===== src/shared/imvp_pkg.sv =====
// Constants and tables for the interrupt priority and vector block
package imvp_pkg;
  // Source counts and indices, default order, index 0 highest
  localparam int N_SRC = 37;
  localparam int N_PER = 29;
  localparam int N_VREG = 17;
  localparam int N_PFLD = 9;
  localparam int SRC_NMI = 0;
  localparam int SRC_UBRK = 1;
  localparam int SRC_DBG = 2;
  localparam int SRC_LINE0 = 3;
  localparam int SRC_ENC = 7;
  localparam int SRC_PER0 = 8;
  localparam int PER_ETHER = 4;
  // Fixed vectors and levels
  localparam logic [6:0] VEC_NMI = 7'h0B;
  localparam logic [6:0] VEC_UBRK = 7'h0C;
  localparam logic [6:0] VEC_DBG = 7'h0D;
  localparam logic [6:0] VEC_LINE0 = 7'h40;
  localparam logic [6:0] VEC_ENC_BASE = 7'h40;
  localparam logic [6:0] VEC_MAX = 7'h7F;
  localparam logic [4:0] LVL_NMI = 5'h10;
  localparam logic [4:0] LVL_BRK = 5'h0F;
  // Vector register field positions
  localparam int VF_HI_LSB = 8;
  localparam int VF_LO_LSB = 0;
  localparam int VF_W = 7;
  // Priority field positions
  localparam int PF_W = 4;
  localparam int PF_DMA_LSB = 8;
  localparam int PF_WDT_LSB = 4;
  localparam int PF_HI_LSB = 12;
  localparam int PF_MID_LSB = 8;
  localparam int PF_LOW_LSB = 4;
  localparam int PF_BOT_LSB = 0;
  // Ethernet DMA status sources
  localparam int ETH_N = 19;
  localparam int MAC_N = 3;
  localparam int ETH_MERGE_POS = 0;
  // Reset values
  localparam logic [31:0] RST_ADDR = 32'h0000_0000;
  localparam logic [6:0] RST_VEC = 7'h00;
  localparam logic [4:0] RST_LVL = 5'h00;
  localparam logic [5:0] RST_SRC = 6'h00;
  // Per peripheral: {vector register index, 1 = bits 14..8}
  localparam logic [5:0] PV_MAP [N_PER] = '{
    6'h00, 6'h02, 6'h05, 6'h04, 6'h07, 6'h09, 6'h08, 6'h0B,
    6'h0D, 6'h0C, 6'h0F, 6'h0E, 6'h11, 6'h13, 6'h12, 6'h15,
    6'h14, 6'h17, 6'h16, 6'h19, 6'h18, 6'h1B, 6'h1A, 6'h1D,
    6'h1C, 6'h1F, 6'h1E, 6'h21, 6'h20};
  // Per peripheral: priority field index
  localparam logic [3:0] PV_PF [N_PER] = '{
    4'h0, 4'h0, 4'h1, 4'h1, 4'h2, 4'h3, 4'h3, 4'h3,
    4'h4, 4'h4, 4'h4, 4'h4, 4'h4, 4'h5, 4'h5, 4'h5,
    4'h5, 4'h6, 4'h6, 4'h6, 4'h6, 4'h7, 4'h7, 4'h7,
    4'h7, 4'h8, 4'h8, 4'h8, 4'h8};
endpackage : imvp_pkg


===== src/design/imvp_arb.sv =====
// Highest level wins, ties go to the lowest source index
`timescale 1ns/10ps
module imvp_arb (
  input wire logic [4:0] lvl_in [imvp_pkg::N_SRC], // Level per source
  output logic valid_out,                          // Some level nonzero
  output logic [5:0] idx_out,                      // Winning source
  output logic [4:0] lvl_out                       // Winning level
);
  import imvp_pkg::*;

  // Strict greater keeps the earlier index on equal levels
  always_comb begin
    valid_out = 1'b0;
    idx_out = RST_SRC;
    lvl_out = RST_LVL;
    for (int i = 0; i < N_SRC; i++) begin
      if (lvl_in[i] > lvl_out) begin
        valid_out = 1'b1;
        idx_out = 6'(i);
        lvl_out = lvl_in[i];
      end
    end
  end
endmodule : imvp_arb


===== src/design/imvp_top.sv =====
// Interrupt priority and vector selection toward the processor core
`timescale 1ns/10ps
// Summary of operation
// External fetch supplies vector, must be 0..127
// Peripheral vectors from 7-bit register fields
// Mode bit picks encoded level or lines
// Reserved second vector slot never accessed
// Ethernet request ORs 19 permitted status bits
// Three MAC bits merge into one status bit
// Fixed vectors 11,12,13 and lines 64..67
// Refresh shares watchdog level, ranks below it
// Each line level from own field, 0 masks
// Equal levels resolved by fixed default order
module imvp_top (
  input wire logic mclk_in,                       // 200 MHz clock
  input wire logic rst_in,                        // Async reset, high
  input wire logic nmi_in,                        // Non-maskable request
  input wire logic user_break_in,                 // User break request
  input wire logic debug_port_request_in,         // Debug port request
  input wire logic [3:0] ext_pins_n_in,           // External pins, low
  input wire logic ext_pin_mode_sel_in,           // 1 = encoded level
  input wire logic ext_vec_fetch_in,              // Pins fetch vector
  input wire logic [7:0] ext_vec_in,              // Fetched vector
  input wire logic [1:0] dma_req_in,              // DMA channel ends
  input wire logic wdt_interval_in,               // Watchdog interval
  input wire logic refresh_compare_request_in,    // Refresh match
  input wire logic [2:0] frt_req_in,              // Timer capture/cmp/ovf
  input wire logic [12:0] pulse_req_in,           // Pulse unit requests
  input wire logic [7:0] serial_req_in,           // Serial FIFO requests
  input wire logic [imvp_pkg::ETH_N-1:0] ether_dma_status_reg_in, // Status
  input wire logic [imvp_pkg::ETH_N-1:0] ether_dma_permit_reg_in, // Permit
  input wire logic [imvp_pkg::MAC_N-1:0] mac_status_reg_in,   // MAC status
  input wire logic [imvp_pkg::MAC_N-1:0] mac_copy_enable_in,  // Copy bits
  input wire logic [15:0] dma_wdt_priority_reg_in,  // DMA, watchdog
  input wire logic [15:0] ether_frt_priority_reg_in, // Ethernet, timer
  input wire logic [15:0] pin_priority_reg_in,    // Four line levels
  input wire logic [15:0] pulse_serial_priority_reg_in, // Pulse, serial 1
  input wire logic [15:0] serial2_priority_reg_in, // Serial 2
  input wire logic [15:0] vector_regs_in [imvp_pkg::N_VREG], // Vectors
  input wire logic [31:0] vector_base_reg_in,     // Table base
  output logic irq_req_out,                       // Request to core
  output logic [4:0] irq_level_out,               // Winning level
  output logic [6:0] irq_vector_out,              // Winning vector
  output logic [31:0] vec_table_addr_out,         // Base + 4*vector
  output logic [5:0] irq_src_out,                 // Winning source
  output logic encoded_mode_out,                  // Encoded mode active
  output logic ext_vec_range_err_out,             // Fetched vector > 127
  output logic ether_dma_request_out              // Combined Ethernet
);
  import imvp_pkg::*;

  // Seven-bit vector field from a vector register
  function automatic logic [6:0] vfield(input logic [15:0] r,
                                        input logic hi);
    vfield = hi ? r[VF_HI_LSB +: VF_W] : r[VF_LO_LSB +: VF_W];
  endfunction : vfield

  logic [3:0] pin_s1;
  logic [3:0] pin_s2;
  logic [3:0] pin_s3;
  logic [3:0] pin_f;
  logic [ETH_N-1:0] eth_eff;
  logic ether_dma_request;
  logic [3:0] pfld [N_PFLD];
  logic [4:0] lvl [N_SRC];
  logic [6:0] vec [N_SRC];
  logic [N_PER-1:0] per_req;
  logic [6:0] ext_vec_q;
  logic ext_vec_bad;
  logic win_valid;
  logic [5:0] win_idx;
  logic [4:0] win_lvl;
  logic [6:0] next_vec;

  // Three stage pin sampling, only stage two and three are compared
  always_ff @(posedge mclk_in or posedge rst_in) begin
    if (rst_in) begin
      pin_s1 <= 4'hF;
      pin_s2 <= 4'hF;
      pin_s3 <= 4'hF;
      pin_f <= 4'hF;
    end else begin
      pin_s1 <= ext_pins_n_in;
      pin_s2 <= pin_s1;
      pin_s3 <= pin_s2;
      pin_f <= (pin_s2 & pin_s3) | (pin_f & (pin_s2 | pin_s3));
    end
  end

  // Merge bit also carries the enabled MAC status bits
  always_comb begin
    eth_eff = ether_dma_status_reg_in;
    eth_eff[ETH_MERGE_POS] = ether_dma_status_reg_in[ETH_MERGE_POS] |
                             (|(mac_status_reg_in & mac_copy_enable_in));
  end

  // Registered so the status fan-in does not reach the arbiter
  always_ff @(posedge mclk_in or posedge rst_in) begin
    if (rst_in) begin
      ether_dma_request <= 1'b0;
    end else begin
      ether_dma_request <= |(eth_eff & ether_dma_permit_reg_in);
    end
  end

  // Priority fields shared by groups of peripheral sources
  assign pfld[0] = dma_wdt_priority_reg_in[PF_DMA_LSB +: PF_W];
  assign pfld[1] = dma_wdt_priority_reg_in[PF_WDT_LSB +: PF_W];
  assign pfld[2] = ether_frt_priority_reg_in[PF_HI_LSB +: PF_W];
  assign pfld[3] = ether_frt_priority_reg_in[PF_MID_LSB +: PF_W];
  assign pfld[4] = pulse_serial_priority_reg_in[PF_HI_LSB +: PF_W];
  assign pfld[5] = pulse_serial_priority_reg_in[PF_MID_LSB +: PF_W];
  assign pfld[6] = pulse_serial_priority_reg_in[PF_LOW_LSB +: PF_W];
  assign pfld[7] = pulse_serial_priority_reg_in[PF_BOT_LSB +: PF_W];
  assign pfld[8] = serial2_priority_reg_in[PF_HI_LSB +: PF_W];

  // Peripheral requests in default order, watchdog before refresh
  assign per_req = {serial_req_in, pulse_req_in, frt_req_in,
                    ether_dma_request, refresh_compare_request_in,
                    wdt_interval_in, dma_req_in};

  // Fixed sources
  assign lvl[SRC_NMI] = nmi_in ? LVL_NMI : RST_LVL;
  assign vec[SRC_NMI] = VEC_NMI;
  assign lvl[SRC_UBRK] = user_break_in ? LVL_BRK : RST_LVL;
  assign vec[SRC_UBRK] = VEC_UBRK;
  assign lvl[SRC_DBG] = debug_port_request_in ? LVL_BRK : RST_LVL;
  assign vec[SRC_DBG] = VEC_DBG;

  // Independent lines, only in line mode; level 0 masks a line
  for (genvar i = 0; i < 4; i++) begin : g_line
    logic [3:0] fld;
    assign fld = pin_priority_reg_in[PF_HI_LSB - 4 * i +: PF_W];
    assign lvl[SRC_LINE0 + i] = (!ext_pin_mode_sel_in && !pin_f[i]) ?
                                {1'b0, fld} : RST_LVL;
    assign vec[SRC_LINE0 + i] = ext_vec_fetch_in ? ext_vec_q :
                                VEC_LINE0 + 7'(i);
  end

  // Encoded level source, pins give level 1..15 in encoded mode
  assign lvl[SRC_ENC] = ext_pin_mode_sel_in ? {1'b0, ~pin_f} : RST_LVL;
  assign vec[SRC_ENC] = ext_vec_fetch_in ? ext_vec_q :
                        VEC_ENC_BASE + {3'h0, ~pin_f};

  // Peripheral sources; the reserved slot has no port, never touched
  for (genvar p = 0; p < N_PER; p++) begin : g_per
    assign lvl[SRC_PER0 + p] = per_req[p] ?
                               {1'b0, pfld[PV_PF[p]]} : RST_LVL;
    assign vec[SRC_PER0 + p] = vfield(vector_regs_in[PV_MAP[p][5:1]],
                                      PV_MAP[p][0]);
  end

  // Fetched vector sampled; top bit set means out of range
  always_ff @(posedge mclk_in or posedge rst_in) begin
    if (rst_in) begin
      ext_vec_q <= RST_VEC;
      ext_vec_bad <= 1'b0;
    end else begin
      ext_vec_q <= ext_vec_in[7] ? VEC_MAX : ext_vec_in[6:0];
      ext_vec_bad <= ext_vec_in[7];
    end
  end

  imvp_arb u_arb (
    .lvl_in(lvl),
    .valid_out(win_valid),
    .idx_out(win_idx),
    .lvl_out(win_lvl)
  );

  assign next_vec = vec[win_idx];

  // Winner presented to the core one cycle after arbitration
  always_ff @(posedge mclk_in or posedge rst_in) begin
    if (rst_in) begin
      irq_req_out <= 1'b0;
      irq_level_out <= RST_LVL;
      irq_vector_out <= RST_VEC;
      vec_table_addr_out <= RST_ADDR;
      irq_src_out <= RST_SRC;
    end else begin
      irq_req_out <= win_valid;
      irq_level_out <= win_lvl;
      irq_vector_out <= win_valid ? next_vec : RST_VEC;
      vec_table_addr_out <= win_valid ?
        vector_base_reg_in + {23'h0, next_vec, 2'h0} : RST_ADDR;
      irq_src_out <= win_idx;
    end
  end

  // Status outputs
  always_ff @(posedge mclk_in or posedge rst_in) begin
    if (rst_in) begin
      encoded_mode_out <= 1'b0;
      ext_vec_range_err_out <= 1'b0;
      ether_dma_request_out <= 1'b0;
    end else begin
      encoded_mode_out <= ext_pin_mode_sel_in;
      ext_vec_range_err_out <= ext_vec_bad && ext_vec_fetch_in;
      ether_dma_request_out <= ether_dma_request;
    end
  end
endmodule : imvp_top


===== config.mk =====
export PLATFORM = sky130hd
export DESIGN_NAME = imvp_top
export DESIGN_NICKNAME = d
export VERILOG_FILES = /design/src/shared/imvp_pkg.sv /design/src/design/imvp_arb.sv /design/src/design/imvp_top.sv
export SDC_FILE = /design/constraint.sdc
export NUM_CORES = 1
export LEC_CHECK = 0
export ABC_AREA = 1
export BUFFER_PORTS_ARGS = -buffer_cell sky130_fd_sc_hd__buf_2
export CAP_MARGIN = 15
export CORE_AREA = 2 2 203 205
export DETAILED_ROUTE_END_ITERATION = 6
export DIE_AREA = 0 0 205 207
export PLACE_DENSITY_LB_ADDON = 0.2
export SLEW_MARGIN = 20
export SYNTH_ARGS = -nofsm -noshare
export SYNTH_HDL_FRONTEND = slang
export SYNTH_SLANG_ARGS = --single-unit

===== constraint.sdc =====
create_clock -name mclk_in -period 44.9 [get_ports mclk_in]
set_input_delay 4.49 -clock mclk_in [delete_from_list [all_inputs] [get_ports mclk_in]]
set_output_delay 4.49 -clock mclk_in [all_outputs]
set_load 0.01 [all_outputs]

# Word level (Yosys, flattened, before mapping)
# Index checks and enable logic that the tools add are counted.
# W data, S select, Z words.
# word_totals
reg_bits	79
output_inout_bits	54
in_bits	475
word_cells	234
# op_classes
n_bitwise	9
n_addsub	2
muxes	158
magnitude_cmp	38
n_reduce_logical	12
# ops
op	count
$mux W5	54
$gt A4 B5 Y1	36
$mux W4	44
$mux W7	9
$bmux W7 S6	1
$mux W1	38
$add A32 B9 Y32	1
$mux W32	1
$mux W6	5
$and A19 B19 Y19	1
$reduce_or A19 Y1	1
$mux W3	4
$and A4 B4 Y4	2
$or A4 B4 Y4	2
$add A7 B4 Y7 const A	1
$ge A7 B7 Y1 const B	1
$not A6 Y7	1
$gt A5 B1 Y1 const B	1
$logic_and A1 B1 Y1	5
$logic_not A1 Y1	5
$mux W2	2
$not A4 Y4	1
$and A3 B3 Y3	1
$reduce_or A3 Y1	1
$or A1 B1 Y1	1

# Longest topological paths before layout
# Gate-level depths: netlist (run 1).
# depth
word_depth	81
ltp_mapped	329
mapped_depth_nobuf	328

# Cells and area by module
# A second synthesis (run 1) with hierarchy kept.
# hier_totals
cells_unflattened	2541
area_unflattened_um2	14923.1
# by_module_without_submodules
module	cells_per_inst	area_each_um2	seq_area_each_um2	instances
imvp_arb	1353	8052.7	0.0	1
imvp_top	1188	6870.3	1996.9	1

# Worst setup path after synthesis (run 1)
# OpenSTA, ideal clock, no wires.
# synth_timing
path_type	input-to-reg
startpoint	input port nmi_in
endpoint	register vec_table_addr_out[30]
arrival_ps	45544
setup_slack_ps	-768
n_path_buf	3
required_ps	44777
setup_ps	123
path_stages	317
path_cell_list	buf_6 nor2_2 inv_1 ha_1 inv_1 nand3_1 nand2_1 nand2_1 ha_1 and3_1 nand4_1 nand2_2 nand2_2 nand2_4 nand2_1 ha_1 a21o_1 a21oi_1 (+281 left out) a21oi_1 nand2_1 nor2_1 nand3_1 nor2_1 nand3_1 nor2_1 nand2_1 inv_1 nand2_1 nor2_1 inv_1 nor2_1 nand3_1 nor2_1 nand4_1 o21ai_0 a21oi_1
# synth_between
elab_chain_len	81
elab_cells_between_ends	153
cone_classes	add/sub (1); order compare (37); mux (114); bitwise (1)
# synth_rtl
item	line	rtl
start: declaration	imvp_top.sv:17	input wire logic nmi_in,
$mux W5 (*)	imvp_top.sv:123	assign lvl[SRC_NMI] = nmi_in ? LVL_NMI : RST_LVL;
$gt A5 B1 Y1	imvp_arb.sv:17	if (lvl_in[i] > lvl_out) begin
$mux W5	imvp_arb.sv:17	
$gt A4 B5 Y1	imvp_arb.sv:17	
$mux W5	imvp_arb.sv:17	
$gt A4 B5 Y1	imvp_arb.sv:17	
$mux W5	imvp_arb.sv:17	
$gt A4 B5 Y1	imvp_arb.sv:17	
(+64 left out)	-	
$mux W5	imvp_arb.sv:17	
$gt A4 B5 Y1	imvp_arb.sv:17	
$mux W6	imvp_arb.sv:17	
$not A6 Y7 (not written as such)	imvp_top.sv:171	assign next_vec = vec[win_idx];
$bmux W7 S6	imvp_top.sv:171	
$mux W7 (not written as such) (2 in a row)	imvp_top.sv:171	
$add A32 B9 Y32	imvp_top.sv:186	vector_base_reg_in + {23'h0, next_vec, 2'h0} : RST_ADDR;
$mux W32 (*)	imvp_top.sv:185	vec_table_addr_out <= win_valid ?
end signal: assignment	imvp_top.sv:185	
end: declaration	imvp_top.sv:44	output logic [31:0] vec_table_addr_out,
# Mark *: on every way between the ends. The rest lies on a longest branch, timed or not. The select of a mux whose other input is x is not followed.

# Final worst setup path (run 1)
# layout_timing
startpoint	input port user_break_in
endpoint	register vec_table_addr_out[25]
# layout_between
elab_chain_len	79
elab_cells_between_ends	150
cone_classes	add/sub (1); order compare (36); mux (112); bitwise (1)
# layout_rtl
item	line	rtl
start: declaration	imvp_top.sv:18	input wire logic user_break_in,
$mux W4 (*)	imvp_top.sv:125	assign lvl[SRC_UBRK] = user_break_in ? LVL_BRK : RST_LVL;
$gt A4 B5 Y1	imvp_arb.sv:17	
$mux W5	imvp_arb.sv:17	
$gt A4 B5 Y1	imvp_arb.sv:17	
$mux W5	imvp_arb.sv:17	
$gt A4 B5 Y1	imvp_arb.sv:17	
$mux W5	imvp_arb.sv:17	
$gt A4 B5 Y1	imvp_arb.sv:17	
(+62 left out)	-	
$mux W5	imvp_arb.sv:17	
$gt A4 B5 Y1	imvp_arb.sv:17	
$mux W6	imvp_arb.sv:17	
$not A6 Y7 (not written as such)	imvp_top.sv:171	
$bmux W7 S6	imvp_top.sv:171	
$mux W7 (not written as such) (2 in a row)	imvp_top.sv:171	
$add A32 B9 Y32	imvp_top.sv:186	
$mux W32 (*)	imvp_top.sv:185	
# Marks and branches as above.

==> out/results.tsv, run 1 <==
stage	metric	value	unit
critical_path	crit path from	user_break_in	
synth	Post-Syn Instances	1829	
run	Maximum Capacitance Violations	0	
global_route	gr ovfl total	0	
clock_network	hold buffers post-CTS	0	
synth	count leader, synth	nand2_1	
critical_path	Reg2Reg Depth	301	
synth	register bit count reported by yosys	79	
drt	Detailed Route WL	56.0	mm
sta	Final Hold Viols	0	
critical_path	startpoint types	input port	
synth	area leader, netlist	nand2_1	
final_layout	area delta synth->final	103	%
outcome	status	finished with violations	
synth	Post-synth ARST share	100	%
synth	synthesized area	11500	um2
sta	Max transition margin	38.9	%
clock_network	CTS root buf	clkbuf_16	
global_route	antenna violations before repair	4	
critical_path	R2R Setup Slk	3.46	ns
placed_design	IO Port Bufs	431	
hold_path	Min-Delay Path Depth	0	
global_route	largest net degree at the start of global routing	70	
clock_network	CTS tree	built	
critical_path	Critical Path RT	45.15	ns
critical_path	RR Startpoint	pin_f[0]$_DFF_PP1_	
sta	period utilization	101	%
synth	Synth top cells by count	579 x nand2_1, 225 x inv_1, 160 x nand3_1, 145 x ha_1, 91 x a21oi_1	
critical_path	CP Buf/Inv Count	58	
clock_network	CTS max path bufs	2	
drt	max layer used	met4	
floorplan	Placeable Area	40400	um2
global_route	vias in the first global route	16468	
global_route	first-pass GRT wire length	81.9	mm
drt	Met2 Wirelength	29.7	mm
drt	DR iter-0 viols	939	
hold_path	hold path startpoint	pin_s1[3]$_DFF_PP1_	
floorplan	initial core utilization	28.4	%
critical_path	worst r2r dst	vec_table_addr_out[25]$_DFF_PP0_	
sta	# setup viols final	16	
critical_path	Worst Path Max Fanout	6	
drt	vias per inst	5.01	
synth	Distinct cells, synth	49	
clock_network	H-tree levels	3	
sta	WHS	0.354	ns
outcome	violated checks	negative setup slack	
critical_path	crit end category	flop	
drt	Antenna Nets Post-Route	0	
sta	post-route setup slack	-0.468	ns
sta	fmax	22.0	MHz
drt	met3 wire len	2.52	mm
drt	wire length per cell	16.8	um
placed_design	dpl hpwl	40.1	mm
hold_path	worst hold endpoint	pin_s2[3]$_DFF_PP1_	
critical_path	critical path class	in -> reg	
drt	via count	16747	
synth	number of enable-type register cells in the synthesized netlist	0	
final_layout	ratio of cells with drive above 1 in the final layout	61.3	%
clock_network	Num Clock Sinks	79	
synth	top-area cell type share of the netlist area	19.0	%
global_route	Total Routing Usage GR	23.6	%
drt	M1 wire length	22.7	mm
sta	Slew Viols, Final	0	
critical_path	Worst Path Arrival	45.62	ns
synth	mean area per synthesized cell	6.27	um2
final_layout	Nets	3420	
floorplan	Ports	529	
floorplan	# rows	74	
synth	syn nets	2450	
sta	fin crit period	45.37	ns
sta	Clock Skew	0.0145	ns
placed_design	Placer Congestion	0.927	
sta	RSZ-0062 raised after global routing	yes	
floorplan	die area	42400	um2
drt	drt drc	0	
floorplan	Die Span Y	207	um
sta	Worst-Margin Slew	0.916	ns
clock_network	CTS Buf Count	9	
synth	top_reg_cell synth	dfrtp_1	
hold_path	Hold Path Class	reg -> reg	
drt	DR pass1 iterations	6	
critical_path	CP peak stage delay	0.31	ns
floorplan	Die X	205	um
critical_path	Critical Path Slowest Stage Cell	ha_1	
clock_network	clock latency at the later pin of the worst-skew pair	0.35	ns
clock_network	Reg clk slew, reported paths	0.07	ns
critical_path	delay-heaviest family, CP	compound AO/OA/AOI/OAI gates	
synth	share of synthesized area occupied by flip-flops and latches	17.4	%
critical_path	most used cell, CP	ha_4	
synth	Area contributors post-synth	nand2_1 19%, ha_1 16%, dfrtp_1 14%, inv_1 7.4%, nand3_1 7.0%	
final_layout	fin util	57.6	%
synth	Ys Warns	0	
==> state kept, by name (all words and copies together) (netlist names) <==
register and count:
irq_req_out 1, irq_vector_out 7, ext_vec_q 7, ether_dma_request_out 1, ext_vec_range_err_out 1, irq_src_out 6
ext_vec_bad 1, ether_dma_request 1, pin_f 4, pin_s3 4, vec_table_addr_out 32, encoded_mode_out 1
pin_s1 4, pin_s2 4, irq_level_out 5
==> through the flow <==
step	setup slack, ns	setup TNS [ns]	area, um2	instances
2_1_floorplan	0.00762	0	11500	1829
3_3_place_gp	-2.10	-38.21	17200	3147
3_5_place_dp	-3.23	-74.23	17200	3147
4_1_cts	-0.169	-0.222	20000	3274
5_1_grt	-2.78	-63.17	23300	3340
6_report	-0.468	-4.65	23300	3340
==> cell usage in the layout, fill, tap and decap left out, types with 11 or more instances in the layout <==
master,n
dfrtp_1,63
a21oi_2,47
o22ai_1,20
o21ai_2,22
nand2_4,62
nand3_4,55
nor2_4,12
nand2_1,413
nand3_2,73
inv_2,55
nor2_1,63
nand4_1,58
and2_4,23
a31oi_1,23
buf_4,489
nand2_2,104
buf_6,73
buf_2,429
dfstp_2,16
o22ai_2,32
a21oi_1,41
o21ai_1,19
inv_1,158
ha_4,102
o21ai_0,17
nand2b_1,11
a21o_1,31
o221ai_1,15
ha_1,39
nand3_1,71
==> cell families (layout without fill, tap and decap cells) <==
| family | after synthesis | after routing | synth area share, % |
|---|---|---|---|
| buffers and inverters | 283 | 1258 | 9.52 |
| xor gates and xnor gates | 3 | 3 | 0.229 |
| and+or+nand+nor | 998 | 998 | 39.5 |
| AOI/OAI and AO/OA | 316 | 316 | 17.0 |
| other | 0 | 4 | 0 |
| adders and majority gates | 150 | 150 | 16.3 |
| DFF | 79 | 79 | 17.4 |
==> final cells by class <==
class | count | area [um2]
Fill cell | 3658 | 17100
Multi-Input combinational cell | 1467 | 12400
Timing Repair Buffer | 1008 | 6960
Sequential cell | 79 | 2000
Inverter | 234 | 960
Tap cell | 532 | 666
Clock buffer | 9 | 225
Clock inverter | 7 | 87.6
Antenna cell | 4 | 10.0
==> routing by layer <==
layer	GRT usage, %	up-vias
met5	0	-
met4	5.38	0
met3	3.27	98
met2	44.0	466
met1	28.4	8000
li1	-	8183
==> worst max path at each step <==
stage	end	cells after the start
6_report	vec_table_addr_out[25]$_DFF_PP0_	305
5_1_grt	vec_table_addr_out[30]$_DFF_PP0_	318
4_1_cts	vec_table_addr_out[30]$_DFF_PP0_	316
3_5_place_dp	vec_table_addr_out[30]$_DFF_PP0_	311
3_3_place_gp	vec_table_addr_out[30]$_DFF_PP0_	317
2_1_floorplan	vec_table_addr_out[30]$_DFF_PP0_	319
==> repair_timing <==
item                                    4_1_cts  5_1_grt
pin swaps                                   162      357
endpoints found under the setup margin       37       49
gates cloned                                  2        0
buffers inserted                            111       78
gates resized for setup                     339      562
Power of run 1 is not shown: default switching activity piles up to over one toggle a cycle in this logic, so the estimate is an artifact.
==> run 2: changes to the inputs <==
--- a/config.mk
+++ b/config.mk
@@ -5,12 +5,11 @@
 export SDC_FILE = /design/constraint.sdc
 export NUM_CORES = 1
 export LEC_CHECK = 0
-export ABC_AREA = 1
 export BUFFER_PORTS_ARGS = -buffer_cell sky130_fd_sc_hd__buf_2
 export CAP_MARGIN = 15
-export CORE_AREA = 2 2 203 205
+export CORE_AREA = 2 2 204 206
 export DETAILED_ROUTE_END_ITERATION = 6
-export DIE_AREA = 0 0 205 207
+export DIE_AREA = 0 0 206 208
 export PLACE_DENSITY_LB_ADDON = 0.2
 export SLEW_MARGIN = 20
 export SYNTH_ARGS = -nofsm -noshare
==> constraint.sdc (replaced) <==
create_clock -name mclk_in -period 44.9 [get_ports mclk_in]
set_input_delay 4.49 -clock mclk_in [delete_from_list [all_inputs] [get_ports mclk_in]]
set_output_delay 4.49 -clock mclk_in [all_outputs]
set_load 0.005 [all_outputs]
==> out/results.tsv, run 2 <==
stage	metric	value	unit
final_layout	Nets	3201	
global_route	Total Routing Usage GR	29.0	%
critical_path	R2R Setup Slk	-0.43	ns
critical_path	Reg2Reg Depth	247	
floorplan	Ports	529	
drt	wire length per cell	21.0	um
synth	number of enable-type register cells in the synthesized netlist	0	
floorplan	initial core utilization	30.9	%
critical_path	Worst Path Max Fanout	8	
synth	register bit count reported by yosys	79	
sta	RSZ-0062 raised after global routing	yes	
synth	count leader, synth	nand2_1	
critical_path	Worst Path Arrival	49.89	ns
clock_network	H-tree levels	3	
global_route	antenna violations before repair	22	
floorplan	Placeable Area	40600	um2
clock_network	CTS max path bufs	2	
critical_path	startpoint types	input port	
drt	via count	17131	
floorplan	Die Span Y	208	um
sta	Clock Skew	0.0122	ns
outcome	status	finished with violations	
sta	fin crit period	49.64	ns
synth	syn nets	2240	
critical_path	crit end category	flop	
floorplan	die area	42800	um2
outcome	violated checks	negative setup slack	
critical_path	Critical Path Slowest Stage Cell	a2111o_1	
final_layout	commonest cells after routing, fill and taps aside	535 x buf_4, 430 x buf_2, 176 x nand2_1, 106 x nor2_1, 90 x ha_1	
global_route	gr ovfl total	0	
placed_design	dpl hpwl	52.9	mm
final_layout	Regs by FF count	vec_table_addr_out (32), ext_vec_q (7), irq_vector_out (7)	
synth	top_reg_cell synth	dfrtp_1	
synth	Synth Area in XOR/XNOR	1.75	%
final_layout	most common cell after layout, fill and taps aside	buf_4	
final_layout	area delta synth->final	78.9	%
global_route	vias in the first global route	17387	
synth	Area contributors post-synth	ha_1 14%, dfrtp_1 13%, nand2_1 6.0%, and2_1 4.3%, a21oi_1 4.0%	
synth	mux contribution to synthesized area	4.61	%
clock_network	hold buffers post-CTS	0	
drt	DR iter-0 viols	1193	
sta	# setup viols final	50	
global_route	largest net degree at the start of global routing	42	
placed_design	IO Port Bufs	431	
critical_path	worst r2r dst	vec_table_addr_out[31]$_DFF_PP0_	
synth	share of synthesized area occupied by flip-flops and latches	15.9	%
drt	vias per inst	5.48	
run	Maximum Capacitance Violations	0	
synth	Distinct cells, synth	106	
synth	mean area per synthesized cell	7.74	um2
drt	DR pass1 iterations	7	
clock_network	CTS root buf	clkbuf_16	
hold_path	Hold Path Class	reg -> reg	
critical_path	critical path class	in -> reg	
floorplan	Die X	206	um
sta	post-route setup slack	-4.74	ns
synth	compound-gate portion of the synthesized area	34.1	%
critical_path	most used cell, CP	ha_1	
sta	Worst-Margin Slew	0.606	ns
final_layout	ratio of cells with drive above 1 in the final layout	56.8	%
synth	Synth Area in Simple Gates	24.0	%
critical_path	RR Startpoint	pin_f[0]$_DFF_PP1_	
synth	Post-Syn Instances	1619	
clock_network	clock latency at the later pin of the worst-skew pair	0.36	ns
critical_path	crit path from	nmi_in	
clock_network	CTS tree	built	
sta	Slew Viols, Final	0	
drt	drt drc	0	
sta	Final TNS setup	-175.48	ns
synth	largest family of logic cells by synthesized area	compound AO/OA/AOI/OAI gates	
synth	synthesized area	12500	um2
critical_path	CP peak stage delay	0.41	ns
sta	period utilization	111	%
synth	Synth top cells by count	200 x nand2_1, 145 x ha_1, 134 x nor2_1, 101 x a21oi_1, 87 x and2_1	
sta	fmax	20.1	MHz
synth	top-area cell type share of the netlist area	14.5	%
synth	area leader, netlist	ha_1	
final_layout	Top reg by flops	vec_table_addr_out	
synth	Ys Warns	0	
drt	Detailed Route WL	65.7	mm
hold_path	Min-Delay Path Depth	0	
clock_network	Reg clk slew, reported paths	0.07	ns
synth	Post-synth ARST share	100	%
placed_design	Placer Congestion	0.978	
sta	Max transition margin	59.6	%
critical_path	crit path capture	vec_table_addr_out[31]$_DFF_PP0_	
synth	Synth Area in Adders	15.0	%
clock_network	Num Clock Sinks	79	
final_layout	Largest register FFs	32	
global_route	first-pass GRT wire length	97.5	mm
clock_network	CTS Buf Count	9	
floorplan	# rows	74	
critical_path	Critical Path RT	45.15	ns
drt	Antenna Nets Post-Route	0	
sta	Final Hold Viols	0	
run 2: cell count changes after synthesis, moves of 42 or more:
cell | before | now
nand2_1 | 579 | 200
inv_1 | 225 | 56
and2_1 | 27 | 87
nor2_1 | 82 | 134
nand3_1 | 160 | 34
nand4_1 | 58 | 10
nor2b_1 | 0 | 42
run 2: cells by family (layout without fill, tap and decap cells):
family                   Yosys count  count (layout)
adder cells (fa/ha/maj)          150             150
buffers and inverters            121            1086
other                              0               9
AND/OR/NAND/NOR                  609             609
multiplexers                      54              54
flip-flops                        79              79
XOR/XNOR                          25              25
AO/OA/AOI/OAI                    581             582
run 2: stage by stage:
| stage | utilization [%] | instances | cell area, um2 | worst slack [ns] | hold WS (ns) |
|---|---|---|---|---|---|
| global placement | 47.1 | 2964 | 19100 | -5.06 | 0.346 |
| finish | 55.3 | 3126 | 22400 | -4.74 | 0.356 |
| global route | 55.2 | 3121 | 22400 | -6.79 | 0.360 |
| detailed placement | 47.1 | 2964 | 19100 | -5.97 | 0.347 |
| floorplan | - | 1619 | 13400 | -4.79 | 0.345 |
| CTS | 51.6 | 3059 | 20900 | -4.00 | 0.357 |
run 2: routing by layer:
layer  track usage (%)  part of all wire, %  vias up  wire length (um)
li1                  -                    -     8086                 -
met1              37.5                   43     8350             28100
met2              50.0                   49      558             32300
met3              5.34                  5.9      107              3890
met4              5.79                  1.9       30              1270
met5                 0                 0.29        -               190
run 2: how the worst min path moves through the flow:
stage                                    from  slack [ns]                   to
after floorplan           pin_s1[0]$_DFF_PP1_        0.35  pin_s2[0]$_DFF_PP1_
after global placement    pin_s1[1]$_DFF_PP1_        0.35  pin_s2[1]$_DFF_PP1_
after detailed placement  pin_s1[1]$_DFF_PP1_        0.35  pin_s2[1]$_DFF_PP1_
after CTS                 pin_s1[0]$_DFF_PP1_        0.36  pin_s2[0]$_DFF_PP1_
after global routing      pin_s1[2]$_DFF_PP1_        0.36  pin_s2[2]$_DFF_PP1_
final                     pin_s1[0]$_DFF_PP1_        0.36  pin_s2[0]$_DFF_PP1_
run 2: what timing repair did:
item	4_1_cts	5_1_grt
pin swaps	180	205
resized for setup	170	197
setup endpoints to repair	50	50
gates cloned	1	0
buffers inserted	80	59
run 2: layout make-up:
class                   instances  area (um2)
diodes                          9        22.5
clock buffers                   9         225
clock inverters                 7        97.6
fillers                      3760       18100
inverters                      59         251
multi-input cells            1420       12400
flip-flops and latches         79        2000
well taps                     532         666
repair buffers               1011        6800
run 2: worst max-delay path: cells and delay by family:
family | cells | cell delay [ns]
AOI/OAI and AO/OA | 120 | 22.74
xor gates and xnor gates | 1 | 0.19
adders and majority gates | 36 | 9.38
buffers and inverters | 26 | 3.28
muxes | 7 | 2.13
and+or+nand+nor | 61 | 7.54
Power of run 2 is left out for the same reason.
